File: config.mk
export PLATFORM = sky130hd
export DESIGN_NAME = lanra_top
export DESIGN_NICKNAME = d
export VERILOG_FILES = /design/src/shared/lanra_pkg.sv /design/src/rtl/lanra_top.sv
export SDC_FILE = /design/constraint.sdc
export NUM_CORES = 1
export LEC_CHECK = 0
export ABC_AREA = 1
export BUFFER_PORTS_ARGS = -buffer_cell sky130_fd_sc_hd__buf_2
export CAP_MARGIN = 20
export CELL_PAD_IN_SITES_DETAIL_PLACEMENT = 1
export CELL_PAD_IN_SITES_GLOBAL_PLACEMENT = 1
export CORE_UTILIZATION = 42
export CTS_BUF_LIST = sky130_fd_sc_hd__clkbuf_8
export DETAILED_ROUTE_END_ITERATION = 10
export PLACE_DENSITY_LB_ADDON = 0.1
export SKIP_CTS_REPAIR_TIMING = 1
export SLEW_MARGIN = 30
export SYNTH_ARGS = -nofsm -noshare
export SYNTH_HDL_FRONTEND = slang
export SYNTH_SLANG_ARGS = --single-unit
File: constraint.sdc
create_clock -name ref_clk -period 2 [get_ports ref_clk]
set_input_delay 0.4 -clock ref_clk [delete_from_list [all_inputs] [get_ports ref_clk]]
set_output_delay 0.4 -clock ref_clk [all_outputs]
set_load 0.005 [all_outputs]
File: src/shared/lanra_pkg.sv
// package of constants and types for the link auto-negotiation receive block
//----------------------------------------------------------------------------
// Overview of operation
// RQ1 - partner is negotiation-able after 6 to 17 evenly spaced pulses
// RQ2 - data from an incomplete first identifying burst is thrown away
// RQ3 - the first pulse of each burst is taken as a clock pulse
// RQ4 - every clock pulse restarts both data detect timers
// RQ5 - a pulse inside the data window decodes as a one bit
// RQ6 - no pulse in the window is a zero; late pulse is next clock
// RQ7 - after completion only the chosen technology PMA sees the medium
// RQ8 - while negotiating, medium feeds pulse receivers and TX and T4 checks
// RQ9 - receive side builds ability, acknowledge and consistency matches
// RQ10 - before pulse bursts, medium reaches only NLP, TX and T4 checks
// RQ11 - wait timer expiry with one ready PMA enables that PMA
// RQ12 - parallel detection disables all other PMAs and flags completion
// RQ13 - parallel detection sets its technology bit in partner ability
// RQ14 - renegotiation disables link tests and halts transmit until break
// RQ15 - after break timer, bursts resume with a valid base page
// RQ16 - priority resolution enables the best commonly advertised PMA
// RQ17 - reserved partner ability bits are ignored in resolution
// RQ18 - a parallel detected technology is the highest common one
// RQ19 - no common technology gives NULL and a failed link status
// RQ20 - timer durations are design parameters in clock cycles
//----------------------------------------------------------------------------
package lanra_pkg;

   // clock rate, used to turn microseconds into cycles
   localparam int CLK_MHZ = 100;

   // timer durations in microseconds (plain defaults)
   localparam int FLP_TEST_MIN_US = 5;
   localparam int FLP_TEST_MAX_US = 185;
   localparam int DATA_DETECT_MIN_US = 15;
   localparam int DATA_DETECT_MAX_US = 78;
   localparam int AUTONEG_WAIT_US = 500000;
   localparam int BREAK_LINK_US = 1200000;

   // derived cycle counts
   localparam int FLP_TEST_MIN_CYC = FLP_TEST_MIN_US * CLK_MHZ;
   localparam int FLP_TEST_MAX_CYC = FLP_TEST_MAX_US * CLK_MHZ;
   localparam int DATA_DETECT_MIN_CYC = DATA_DETECT_MIN_US * CLK_MHZ;
   localparam int DATA_DETECT_MAX_CYC = DATA_DETECT_MAX_US * CLK_MHZ;
   localparam int AUTONEG_WAIT_CYC = AUTONEG_WAIT_US * CLK_MHZ;
   localparam int BREAK_LINK_CYC = BREAK_LINK_US * CLK_MHZ;

   // pulse run bounds for partner identification, code word length and match count
   localparam logic [4:0] RUN_MIN = 5'h06;
   localparam logic [4:0] RUN_MAX = 5'h11;
   localparam logic [4:0] CODEWORD_BITS = 5'h10;
   localparam logic [1:0] MATCH_NEED = 2'h3;

   // register offsets
   localparam logic [3:0] REG_CTRL = 4'h0;
   localparam logic [3:0] REG_STATUS = 4'h1;
   localparam logic [3:0] REG_LOCAL_ABILITY = 4'h4;
   localparam logic [3:0] REG_PARTNER_ABILITY = 4'h5;
   localparam logic [3:0] REG_HCD = 4'h6;

   // field positions
   localparam int CTRL_RESTART = 0;
   localparam int AB_10T = 5;
   localparam int AB_10FD = 6;
   localparam int AB_TX = 7;
   localparam int AB_TXFD = 8;
   localparam int AB_T4 = 9;
   localparam int AB_ACK = 14;
   localparam logic [15:0] AB_TECH_MASK = 16'h03E0;
   localparam logic [15:0] LOCAL_ABILITY_RST = 16'h03E1;

   // pma indices
   localparam int PMA_10T = 0;
   localparam int PMA_TX = 1;
   localparam int PMA_T4 = 2;

   typedef enum logic [2:0] {
      HCD_NULL, HCD_10T, HCD_10FD, HCD_TX, HCD_TXFD, HCD_T4
   } lanra_hcd_e;

   typedef enum logic [2:0] {
      ARB_BREAK, ARB_ABILITY, ARB_LSC, ARB_ACK, ARB_GOOD_CHECK, ARB_GOOD
   } lanra_arb_e;

   // receive switch routing of the medium
   typedef struct packed {
      logic to_flp;
      logic to_nlp;
      logic to_tx_chk;
      logic to_t4_chk;
      logic [2:0] to_pma;
   } lanra_route_s;

   // match indications from the receive side
   typedef struct packed {
      logic ability;
      logic acknowledge;
      logic consistency;
   } lanra_match_s;

   // highest common technology of two ability words, best first
   function automatic lanra_hcd_e lanra_resolve(input logic [15:0] loc,
                                                input logic [15:0] prt);
      logic [15:0] com;
      com = loc & prt & AB_TECH_MASK; // RQ17
      if (com[AB_TXFD]) lanra_resolve = HCD_TXFD; // RQ16
      else if (com[AB_T4]) lanra_resolve = HCD_T4;
      else if (com[AB_TX]) lanra_resolve = HCD_TX;
      else if (com[AB_10FD]) lanra_resolve = HCD_10FD;
      else if (com[AB_10T]) lanra_resolve = HCD_10T;
      else lanra_resolve = HCD_NULL; // RQ19
   endfunction : lanra_resolve

   // pma one-hot that carries a technology
   function automatic logic [2:0] lanra_pma_of(input lanra_hcd_e h);
      unique case (h)
         HCD_10T, HCD_10FD: lanra_pma_of = 3'h1;
         HCD_TX, HCD_TXFD: lanra_pma_of = 3'h2;
         HCD_T4: lanra_pma_of = 3'h4;
         default: lanra_pma_of = 3'h0;
      endcase
   endfunction : lanra_pma_of

endpackage : lanra_pkg

File: src/rtl/lanra_top.sv
// receive decoding and arbitration of the link auto-negotiation unit
//
// Design decisions made here: the plain strobed port and the placing of the registers.
module lanra_top #(
   parameter int FLP_MAX_CYC = lanra_pkg::FLP_TEST_MAX_CYC, // RQ20
   parameter int DD_MAX_CYC = lanra_pkg::DATA_DETECT_MAX_CYC,
   parameter int WAIT_CYC = lanra_pkg::AUTONEG_WAIT_CYC,
   parameter int BREAK_CYC = lanra_pkg::BREAK_LINK_CYC
) (
   input wire logic ref_clk,
   input wire logic rstn,
   input wire logic mdi_pulse,
   input wire logic [2:0] pma_ready,
   input wire logic [3:0] reg_addr,
   input wire logic [15:0] reg_wdata,
   input wire logic reg_wr,
   input wire logic reg_rd,
   output logic [15:0] reg_rdata,
   output lanra_pkg::lanra_route_s rx_route,
   output logic [2:0] link_control,
   output logic link_tests_off,
   output logic tx_halt,
   output logic tx_flp_en,
   output logic [15:0] tx_code_word,
   output logic an_complete,
   output logic hcd_fail,
   output lanra_pkg::lanra_match_s rx_match
);

   //-------------------------------------------------------------------------
   // state
   //-------------------------------------------------------------------------
   typedef struct packed {
      logic s1_pulse;
      logic s2_pulse;
      logic s3_pulse;
      logic [2:0] s1_rdy;
      logic [2:0] s2_rdy;
      logic [15:0] gap_cnt;
      logic [15:0] clk_cnt;
      logic in_burst;
      logic data_seen;
      logic bad;
      logic [4:0] bit_cnt;
      logic [4:0] run_cnt;
      logic [15:0] shreg;
      logic an_able;
      logic [15:0] last_word;
      logic [15:0] ab_word;
      logic [1:0] match_cnt;
      logic [1:0] ack_cnt;
      lanra_pkg::lanra_match_s match;
      lanra_pkg::lanra_arb_e arb;
      logic [27:0] tmr;
      logic pd_sel;
      lanra_pkg::lanra_route_s route;
      logic [2:0] link_ctl;
      logic tests_off;
      logic halt;
      logic flp_en;
      logic tx_ack;
      logic complete;
      lanra_pkg::lanra_hcd_e hcd;
      logic fail;
      logic [15:0] local_ab;
      logic [15:0] partner_ab;
      logic [15:0] rd_data;
   } lanra_state_s;

   lanra_state_s st;
   lanra_state_s next_st;

   // wide constants sized once for the counters
   localparam logic [15:0] FLP_MIN = 16'(lanra_pkg::FLP_TEST_MIN_CYC);
   localparam logic [15:0] FLP_MAX = 16'(FLP_MAX_CYC);
   localparam logic [15:0] DD_MIN = 16'(lanra_pkg::DATA_DETECT_MIN_CYC);
   localparam logic [15:0] DD_MAX = 16'(DD_MAX_CYC);
   localparam logic [27:0] WAIT_T = 28'(WAIT_CYC);
   localparam logic [27:0] BREAK_T = 28'(BREAK_CYC);

   logic pulse_edge;
   logic rdy_onehot;
   logic word_valid;
   logic [15:0] new_word;

   assign pulse_edge = st.s2_pulse & ~st.s3_pulse;
   assign rdy_onehot = (st.s2_rdy != 3'h0)
                       && ((st.s2_rdy & (st.s2_rdy - 3'h1)) == 3'h0);
   // a burst ends once the medium is quiet longer than pulse spacing
   assign word_valid = st.in_burst && (st.gap_cnt >= FLP_MAX)
                       && !st.bad
                       && (st.bit_cnt == lanra_pkg::CODEWORD_BITS); // RQ2
   assign new_word = st.shreg;

   //-------------------------------------------------------------------------
   // next state
   //-------------------------------------------------------------------------
   always_comb begin
      logic [15:0] masked;
      logic restart;
      lanra_pkg::lanra_hcd_e res;
      masked = 16'h0000;
      restart = 1'b0;
      res = lanra_pkg::HCD_NULL;
      next_st = st;

      // two flip-flop synchronisers, third stage only for edge finding
      next_st.s1_pulse = mdi_pulse;
      next_st.s2_pulse = st.s1_pulse;
      next_st.s3_pulse = st.s2_pulse;
      next_st.s1_rdy = pma_ready;
      next_st.s2_rdy = st.s1_rdy;

      // saturating interval counters
      if (st.gap_cnt != 16'hFFFF) next_st.gap_cnt = st.gap_cnt + 16'h0001;
      if (st.clk_cnt != 16'hFFFF) next_st.clk_cnt = st.clk_cnt + 16'h0001;

      // pulse decoding within a burst
      if (pulse_edge) begin
         next_st.gap_cnt = 16'h0000;
         if (!st.in_burst) begin
            next_st.in_burst = 1'b1; // RQ3
            next_st.clk_cnt = 16'h0000; // RQ4
            next_st.data_seen = 1'b0;
            next_st.bad = 1'b0;
            next_st.bit_cnt = 5'h00;
            next_st.run_cnt = 5'h01;
         end else begin
            // spacing check of consecutive pulses
            if (st.gap_cnt >= FLP_MIN && st.gap_cnt < FLP_MAX) begin // RQ1
               if (st.run_cnt != 5'h1F) next_st.run_cnt = st.run_cnt + 5'h01;
            end else begin
               next_st.run_cnt = 5'h01;
            end
            if (st.clk_cnt > DD_MIN && st.clk_cnt < DD_MAX) begin
               // two data pulses in one window spoil the word
               if (st.data_seen) next_st.bad = 1'b1;
               next_st.data_seen = 1'b1; // RQ5
            end else if (st.clk_cnt >= DD_MAX) begin
               next_st.shreg = {st.data_seen, st.shreg[15:1]}; // RQ6
               next_st.clk_cnt = 16'h0000; // RQ4
               next_st.data_seen = 1'b0;
               if (st.bit_cnt == lanra_pkg::CODEWORD_BITS) next_st.bad = 1'b1;
               else next_st.bit_cnt = st.bit_cnt + 5'h01;
            end else begin
               next_st.bad = 1'b1;
            end
         end
      end

      // identification after a run of well spaced pulses
      if (next_st.run_cnt == lanra_pkg::RUN_MIN
          && st.run_cnt < lanra_pkg::RUN_MIN
          && next_st.run_cnt <= lanra_pkg::RUN_MAX) begin
         next_st.an_able = 1'b1; // RQ1
      end

      // end of burst; an incomplete one leaves no word behind
      if (st.in_burst && st.gap_cnt >= FLP_MAX) begin
         next_st.in_burst = 1'b0; // RQ2
      end

      // match indications
      masked = new_word & ~(16'h0001 << lanra_pkg::AB_ACK);
      next_st.match = '0;
      if (word_valid) begin
         next_st.last_word = masked;
         if (masked == st.last_word) begin
            if (st.match_cnt != lanra_pkg::MATCH_NEED)
               next_st.match_cnt = st.match_cnt + 2'h1;
         end else begin
            next_st.match_cnt = 2'h1;
         end
         if (new_word[lanra_pkg::AB_ACK]) begin
            if (st.ack_cnt != lanra_pkg::MATCH_NEED)
               next_st.ack_cnt = st.ack_cnt + 2'h1;
         end else begin
            next_st.ack_cnt = 2'h0;
         end
         if (next_st.match_cnt == lanra_pkg::MATCH_NEED) begin
            next_st.match.ability = 1'b1; // RQ9
            if (!st.tx_ack) next_st.ab_word = masked;
         end
         if (next_st.ack_cnt == lanra_pkg::MATCH_NEED
             && next_st.match_cnt == lanra_pkg::MATCH_NEED) begin
            next_st.match.acknowledge = 1'b1; // RQ9
            // compare with the word latched at the last ability match before the ack bit went out
            next_st.match.consistency = (masked == next_st.ab_word); // RQ9
         end
      end

      // register writes
      if (reg_wr) begin
         unique case (reg_addr)
            lanra_pkg::REG_CTRL: restart = reg_wdata[lanra_pkg::CTRL_RESTART];
            lanra_pkg::REG_LOCAL_ABILITY: next_st.local_ab = reg_wdata;
            default: ;
         endcase
      end

      // arbitration
      if (st.tmr != 28'hFFFFFFF) next_st.tmr = st.tmr + 28'h0000001;
      unique case (st.arb)
         lanra_pkg::ARB_BREAK: begin
            if (st.tmr >= BREAK_T) begin
               next_st.arb = lanra_pkg::ARB_ABILITY;
               next_st.halt = 1'b0; // RQ15
               next_st.tests_off = 1'b0;
               next_st.flp_en = 1'b1; // RQ15
               next_st.route = '{to_nlp: 1'b1, to_tx_chk: 1'b1,
                                 to_t4_chk: 1'b1, default: '0};
               next_st.an_able = 1'b0;
            end
         end
         lanra_pkg::ARB_ABILITY: begin
            if (st.an_able) begin
               next_st.arb = lanra_pkg::ARB_ACK;
               next_st.route = '{to_flp: 1'b1, to_nlp: 1'b1, to_tx_chk: 1'b1,
                                 to_t4_chk: 1'b1, default: '0}; // RQ8
            end else if (rdy_onehot) begin
               next_st.arb = lanra_pkg::ARB_LSC;
               next_st.tmr = 28'h0000000;
            end
         end
         lanra_pkg::ARB_LSC: begin
            if (st.an_able) begin
               next_st.arb = lanra_pkg::ARB_ACK;
               next_st.route = '{to_flp: 1'b1, to_nlp: 1'b1, to_tx_chk: 1'b1,
                                 to_t4_chk: 1'b1, default: '0}; // RQ8
            end else if (!rdy_onehot) begin
               next_st.arb = lanra_pkg::ARB_ABILITY;
            end else if (st.tmr >= WAIT_T) begin
               // parallel detection picks the single ready pma
               next_st.arb = lanra_pkg::ARB_GOOD_CHECK;
               next_st.tmr = 28'h0000000;
               next_st.pd_sel = 1'b1;
               next_st.link_ctl = st.s2_rdy; // RQ11 RQ12
               next_st.complete = 1'b1; // RQ12
               next_st.route = '{to_pma: st.s2_rdy, default: '0}; // RQ7
               next_st.fail = 1'b0;
               unique case (1'b1)
                  st.s2_rdy[lanra_pkg::PMA_TX]: begin
                     next_st.hcd = lanra_pkg::HCD_TX; // RQ18
                     next_st.partner_ab[lanra_pkg::AB_TX] = 1'b1; // RQ13
                  end
                  st.s2_rdy[lanra_pkg::PMA_T4]: begin
                     next_st.hcd = lanra_pkg::HCD_T4; // RQ18
                     next_st.partner_ab[lanra_pkg::AB_T4] = 1'b1; // RQ13
                  end
                  default: begin
                     next_st.hcd = lanra_pkg::HCD_10T; // RQ18
                     next_st.partner_ab[lanra_pkg::AB_10T] = 1'b1; // RQ13
                  end
               endcase
            end
         end
         lanra_pkg::ARB_ACK: begin
            if (st.match.ability) begin
               next_st.tx_ack = 1'b1;
               next_st.partner_ab = st.ab_word;
            end
            if (st.match.acknowledge) begin
               if (st.match.consistency) begin
                  res = lanra_pkg::lanra_resolve(st.local_ab,
                                                 st.ab_word); // RQ16
                  next_st.arb = lanra_pkg::ARB_GOOD_CHECK;
                  next_st.tmr = 28'h0000000;
                  next_st.pd_sel = 1'b0;
                  next_st.hcd = res;
                  next_st.fail = (res == lanra_pkg::HCD_NULL); // RQ19
                  next_st.link_ctl = lanra_pkg::lanra_pma_of(res); // RQ16
                  next_st.route = '{to_pma: lanra_pkg::lanra_pma_of(res),
                                    default: '0}; // RQ7
                  next_st.flp_en = 1'b0;
               end else begin
                  restart = 1'b1;
               end
            end
         end
         lanra_pkg::ARB_GOOD_CHECK: begin
            // selected pma must report ready before the wait runs out
            if (!st.fail && (st.s2_rdy & st.link_ctl) != 3'h0) begin
               next_st.arb = lanra_pkg::ARB_GOOD;
               next_st.complete = 1'b1;
               next_st.flp_en = 1'b0;
            end else if (st.tmr >= WAIT_T) begin
               restart = 1'b1;
            end
         end
         lanra_pkg::ARB_GOOD: begin
            if ((st.s2_rdy & st.link_ctl) == 3'h0) restart = 1'b1;
         end
      endcase

      // renegotiation wins over every state
      if (restart) begin
         next_st.arb = lanra_pkg::ARB_BREAK;
         next_st.tmr = 28'h0000000;
         next_st.tests_off = 1'b1; // RQ14
         next_st.halt = 1'b1; // RQ14
         next_st.flp_en = 1'b0;
         next_st.route = '0; // RQ14
         next_st.link_ctl = 3'h0;
         next_st.complete = 1'b0;
         next_st.tx_ack = 1'b0;
         next_st.an_able = 1'b0;
         next_st.pd_sel = 1'b0;
         next_st.hcd = lanra_pkg::HCD_NULL;
         next_st.fail = 1'b0;
         next_st.match_cnt = 2'h0;
         next_st.ack_cnt = 2'h0;
      end

      // read data stand one cycle after the read strobe
      next_st.rd_data = 16'h0000;
      if (reg_rd) begin
         unique case (reg_addr)
            lanra_pkg::REG_STATUS:
               next_st.rd_data = {8'h00, st.fail, st.pd_sel, st.an_able,
                                  st.complete, 1'b0, 3'(st.arb)};
            lanra_pkg::REG_LOCAL_ABILITY: next_st.rd_data = st.local_ab;
            lanra_pkg::REG_PARTNER_ABILITY: next_st.rd_data = st.partner_ab;
            lanra_pkg::REG_HCD: next_st.rd_data = {13'h0000, 3'(st.hcd)};
            default: next_st.rd_data = 16'h0000;
         endcase
      end
   end

   //-------------------------------------------------------------------------
   // registers
   //-------------------------------------------------------------------------
   // reset leaves the unit listening for pulses with normal checks routed
   always_ff @(posedge ref_clk or negedge rstn) begin
      if (!rstn) begin
         st <= '0;
         st.arb <= lanra_pkg::ARB_ABILITY;
         st.flp_en <= 1'b1;
         st.route <= '{to_nlp: 1'b1, to_tx_chk: 1'b1,
                       to_t4_chk: 1'b1, default: '0}; // RQ10
         st.local_ab <= lanra_pkg::LOCAL_ABILITY_RST;
         st.hcd <= lanra_pkg::HCD_NULL;
      end else begin
         st <= next_st;
      end
   end

   //-------------------------------------------------------------------------
   // outputs, all taken from the state register
   //-------------------------------------------------------------------------
   assign reg_rdata = st.rd_data;
   assign rx_route = st.route;
   assign link_control = st.link_ctl;
   assign link_tests_off = st.tests_off;
   assign tx_halt = st.halt;
   assign tx_flp_en = st.flp_en;
   assign tx_code_word = {st.local_ab[15], st.tx_ack,
                          st.local_ab[13:0]}; // RQ15
   assign an_complete = st.complete;
   assign hcd_fail = st.fail;
   assign rx_match = st.match;

endmodule : lanra_top

==> flow_summary.yaml <==
outcome:
  status: "finished with violations"
  violations: "negative setup slack"
grt:
  grt_overflow_total: 0
  grtUsageTotal_pct: 23.9
  grt_pass1_wl_mm: 50.1
  grt_pass1_vias: 10000
  antenna_found_initial: 0
  grt_max_degree: 67
route:
  num_vias: 9629
  first_pass_iters: 5
  viasPerCell: 5.14
  drtIter0Drc: 414
  wl_per_cell_um: 16.8
  drc_errors: 0
  postRouteAntennaNets: 0
  routed_wl_mm: 31.5
floorplan:
  dieArea_sq_mm: 0.0260
  ios: 78
  die_y_um: 161
  fp.dieW_um: 161
  core_area_sq_mm: 0.0246
  start_util_pct: 43.3
  rows: 57
synthesis:
  synthesis.area_sq_mm: 0.0107
  synth.most_common_cell: "nand2_1"
  netlist.area_leader.share_pct: 46.0
  synthTopCellsByCount: "325 x nand2_1, 196 x dfrtp_1, 179 x inv_1, 134 x nor2_1, 84 x o21ai_0"
  synth-async-reset-ratio_pct: 100
  synth_area_leaders: "dfrtp_1 46%, nand2_1 11%, inv_1 6.3%, nor2_1 4.7%, o21ai_0 3.9%"
  post_synth_num_cell_types: 43
  yosys_warnings: 0
  synth_top_flop_cell: "dfrtp_1"
  postSynthAreaPerCell_sq_um: 7.95
  synth_edf_count: 0
  synth_top_area_cell: "dfrtp_1"
  synth_seq_cells: 205
  yosysSeqAreaShare_pct: 48.2
  synth_nets: 1379
  synthCells: 1342
placed_design:
  dp_slack_ps: -69.6
  hpwl_mm: 22.6
  dp_cells: 1780
  gp_congestion: 0.869
  io_buffers: 77
clock_tree:
  clock_sinks: 205
  cts_buffers: 38
  htreeDepth: 2
  clkTransAtPathRegs_ps: 60
  cts-root-buf: "clkbuf_8"
  cts_tree: "done"
  clockBufferDepth: 3
  insertion_delay_ps: 530
sta:
  fin_crit_sh_pct: 101
  max_freq_ghz: 0.493
  timing.final.ws_setup_ps: -28.2
  layout_min_cycle_time_ps: 2030
  rsz0062_at_grt: "yes"
  worst_pin_slew_ps: 602
  fin_worst_skew_ps: 18.9
  maxSlewHeadroom_pct: 59.5
  final_max_slew_viol_count: 0
  setup_viol: 14
  finalHoldViolCount: 0
critical_path:
  worstSetupPathType: "flop to flop"
  cp.required_ps: 2390
  reg2reg_from: "st[94]"
  crit_path_start: "st[94]"
  endpoint_kind: "flop"
  worst_setup_path_start_kind: "flop"
  crit_path_max_fanout: 14
  crit_arrival_ps: 2420
final_layout:
  diodes: 0
  post_route_cells_drive_above_1_share_pct: 24.7
  multi_input_area_sq_mm: 0.00470
  area_growth_pct: 24.6
  num-fill-cells: 3010
  postLayoutCoreUtil_pct: 54.0
  finalNonFillerCells: 1872
  nets: 1559
  seq_area_sq_mm: 0.00514
pwr:
  leakagePower_nw: 6.58
  powerDensity_mw_per_mm2: 886
  peakVddDrop_uv: 650
worst_hold_path:
  hp-start: "reg_wdata[8]"
  hp-class: "primary input to flop"
flow_run:
  cap_violations: 0
## per-stage QoR
stage | area, sq um | hold WS, ps | TNS [ps] | total power [mW]
3_5_place_dp | 12000 | 341 | -576 | 7.29
6_report | 13300 | 100 | -145 | 11.8
4_1_cts | 12700 | -168 | -1270 | 11.3
2_1_floorplan | 10700 | 104 | 0 | 6.41
3_3_place_gp | 12000 | 336 | 0 | 7.21
5_1_grt | 13300 | 87.8 | -4330 | 12.4
## area by class of cell
cell class              count  share of cell area, %
repair buffers            211                   12.2
flip-flops and latches    205                   38.7
well taps                 324                   3.05
clock inverters            18                  0.574
inverters                 181                   5.14
clock buffers              48                   4.97
multi-input cells         885                   35.3
## worst paths after layout
path                                   endpoint  slack [ps]  cells past startpoint
worst max-delay path                     st[93]         -30                     13
worst min-delay path            tx_code_word[8]         100                      2
worst max register to register           st[93]         -30                     13
worst min register to register          st[201]         350                      0
max in group asynchronous       tx_code_word[0]         910                      3
min in group asynchronous               st[184]         420                      2
## worst max-delay path, stage by stage (launching register included)
cell and delay (ps):
dfrtp_1 410, inv_1 110, nand2_1 70, nor2_1 120
nand3_1 100, nand2_1 80, inv_1 70, nand2_4 110
nand3_4 90, o21ai_4 160, inv_2 70, o21ai_4 230
buf_12 200, a21oi_1 60
## per-layer routing
| layer | track usage [%] | vias to the layer above | routed length [um] |
|---|---|---|---|
| met5 | 0 | - | 0 |
| met4 | 7.42 | 0 | 760 |
| met3 | 3.39 | 59 | 1080 |
| met2 | 39.9 | 170 | 15200 |
| met1 | 32.2 | 4762 | 14400 |
| li1 | - | 4638 | - |
## report_power, final
group / switching [mW] / total (mW) / leakage [nW] / internal (mW)
registers: 0.335 / 4.90 / 2.73 / 4.57
logic: 1.72 / 2.95 / 3.42 / 1.23
clock network: 1.77 / 3.92 / 0.430 / 2.15
## cell families (layout without fill, tap and decap cells)
group	after synthesis	in the layout	synth area share, %
buffers and inverters	252	458	10.8
multiplexers	15	15	1.57
AO/OA/AOI/OAI	201	201	10.6
adder cells (fa/ha/maj)	9	9	1.06
AND/OR/NAND/NOR	615	615	24.1
flip-flops	205	205	48.2
XOR/XNOR	45	45	3.70
## sequential cells by signal, indices dropped and copies added (netlist names)
| signal | flops |
|---|---|
| new_word | 16 |
| link_tests_off | 1 |
| tx_flp_en | 1 |
| tx_code_word | 16 |
| an_complete | 1 |
| rx_route | 5 |
| reg_rdata | 16 |
| next_st | 5 |
| rx_match | 3 |
| st | 137 |
| link_control | 3 |
| hcd_fail | 1 |
## placed cells by master (no fill, tap or decap), types with 20 or more instances in the layout
cell        n
nand2_1   309
dfrtp_1   194
inv_1     183
nor2_1    113
buf_4     112
o21ai_0    78
buf_2      76
nand3_1    63
a21oi_1    55
clkbuf_8   48
nor3_1     35
xor2_1     25
nor2_2     21
xnor2_1    20
(Power assumes the default switching activity.)
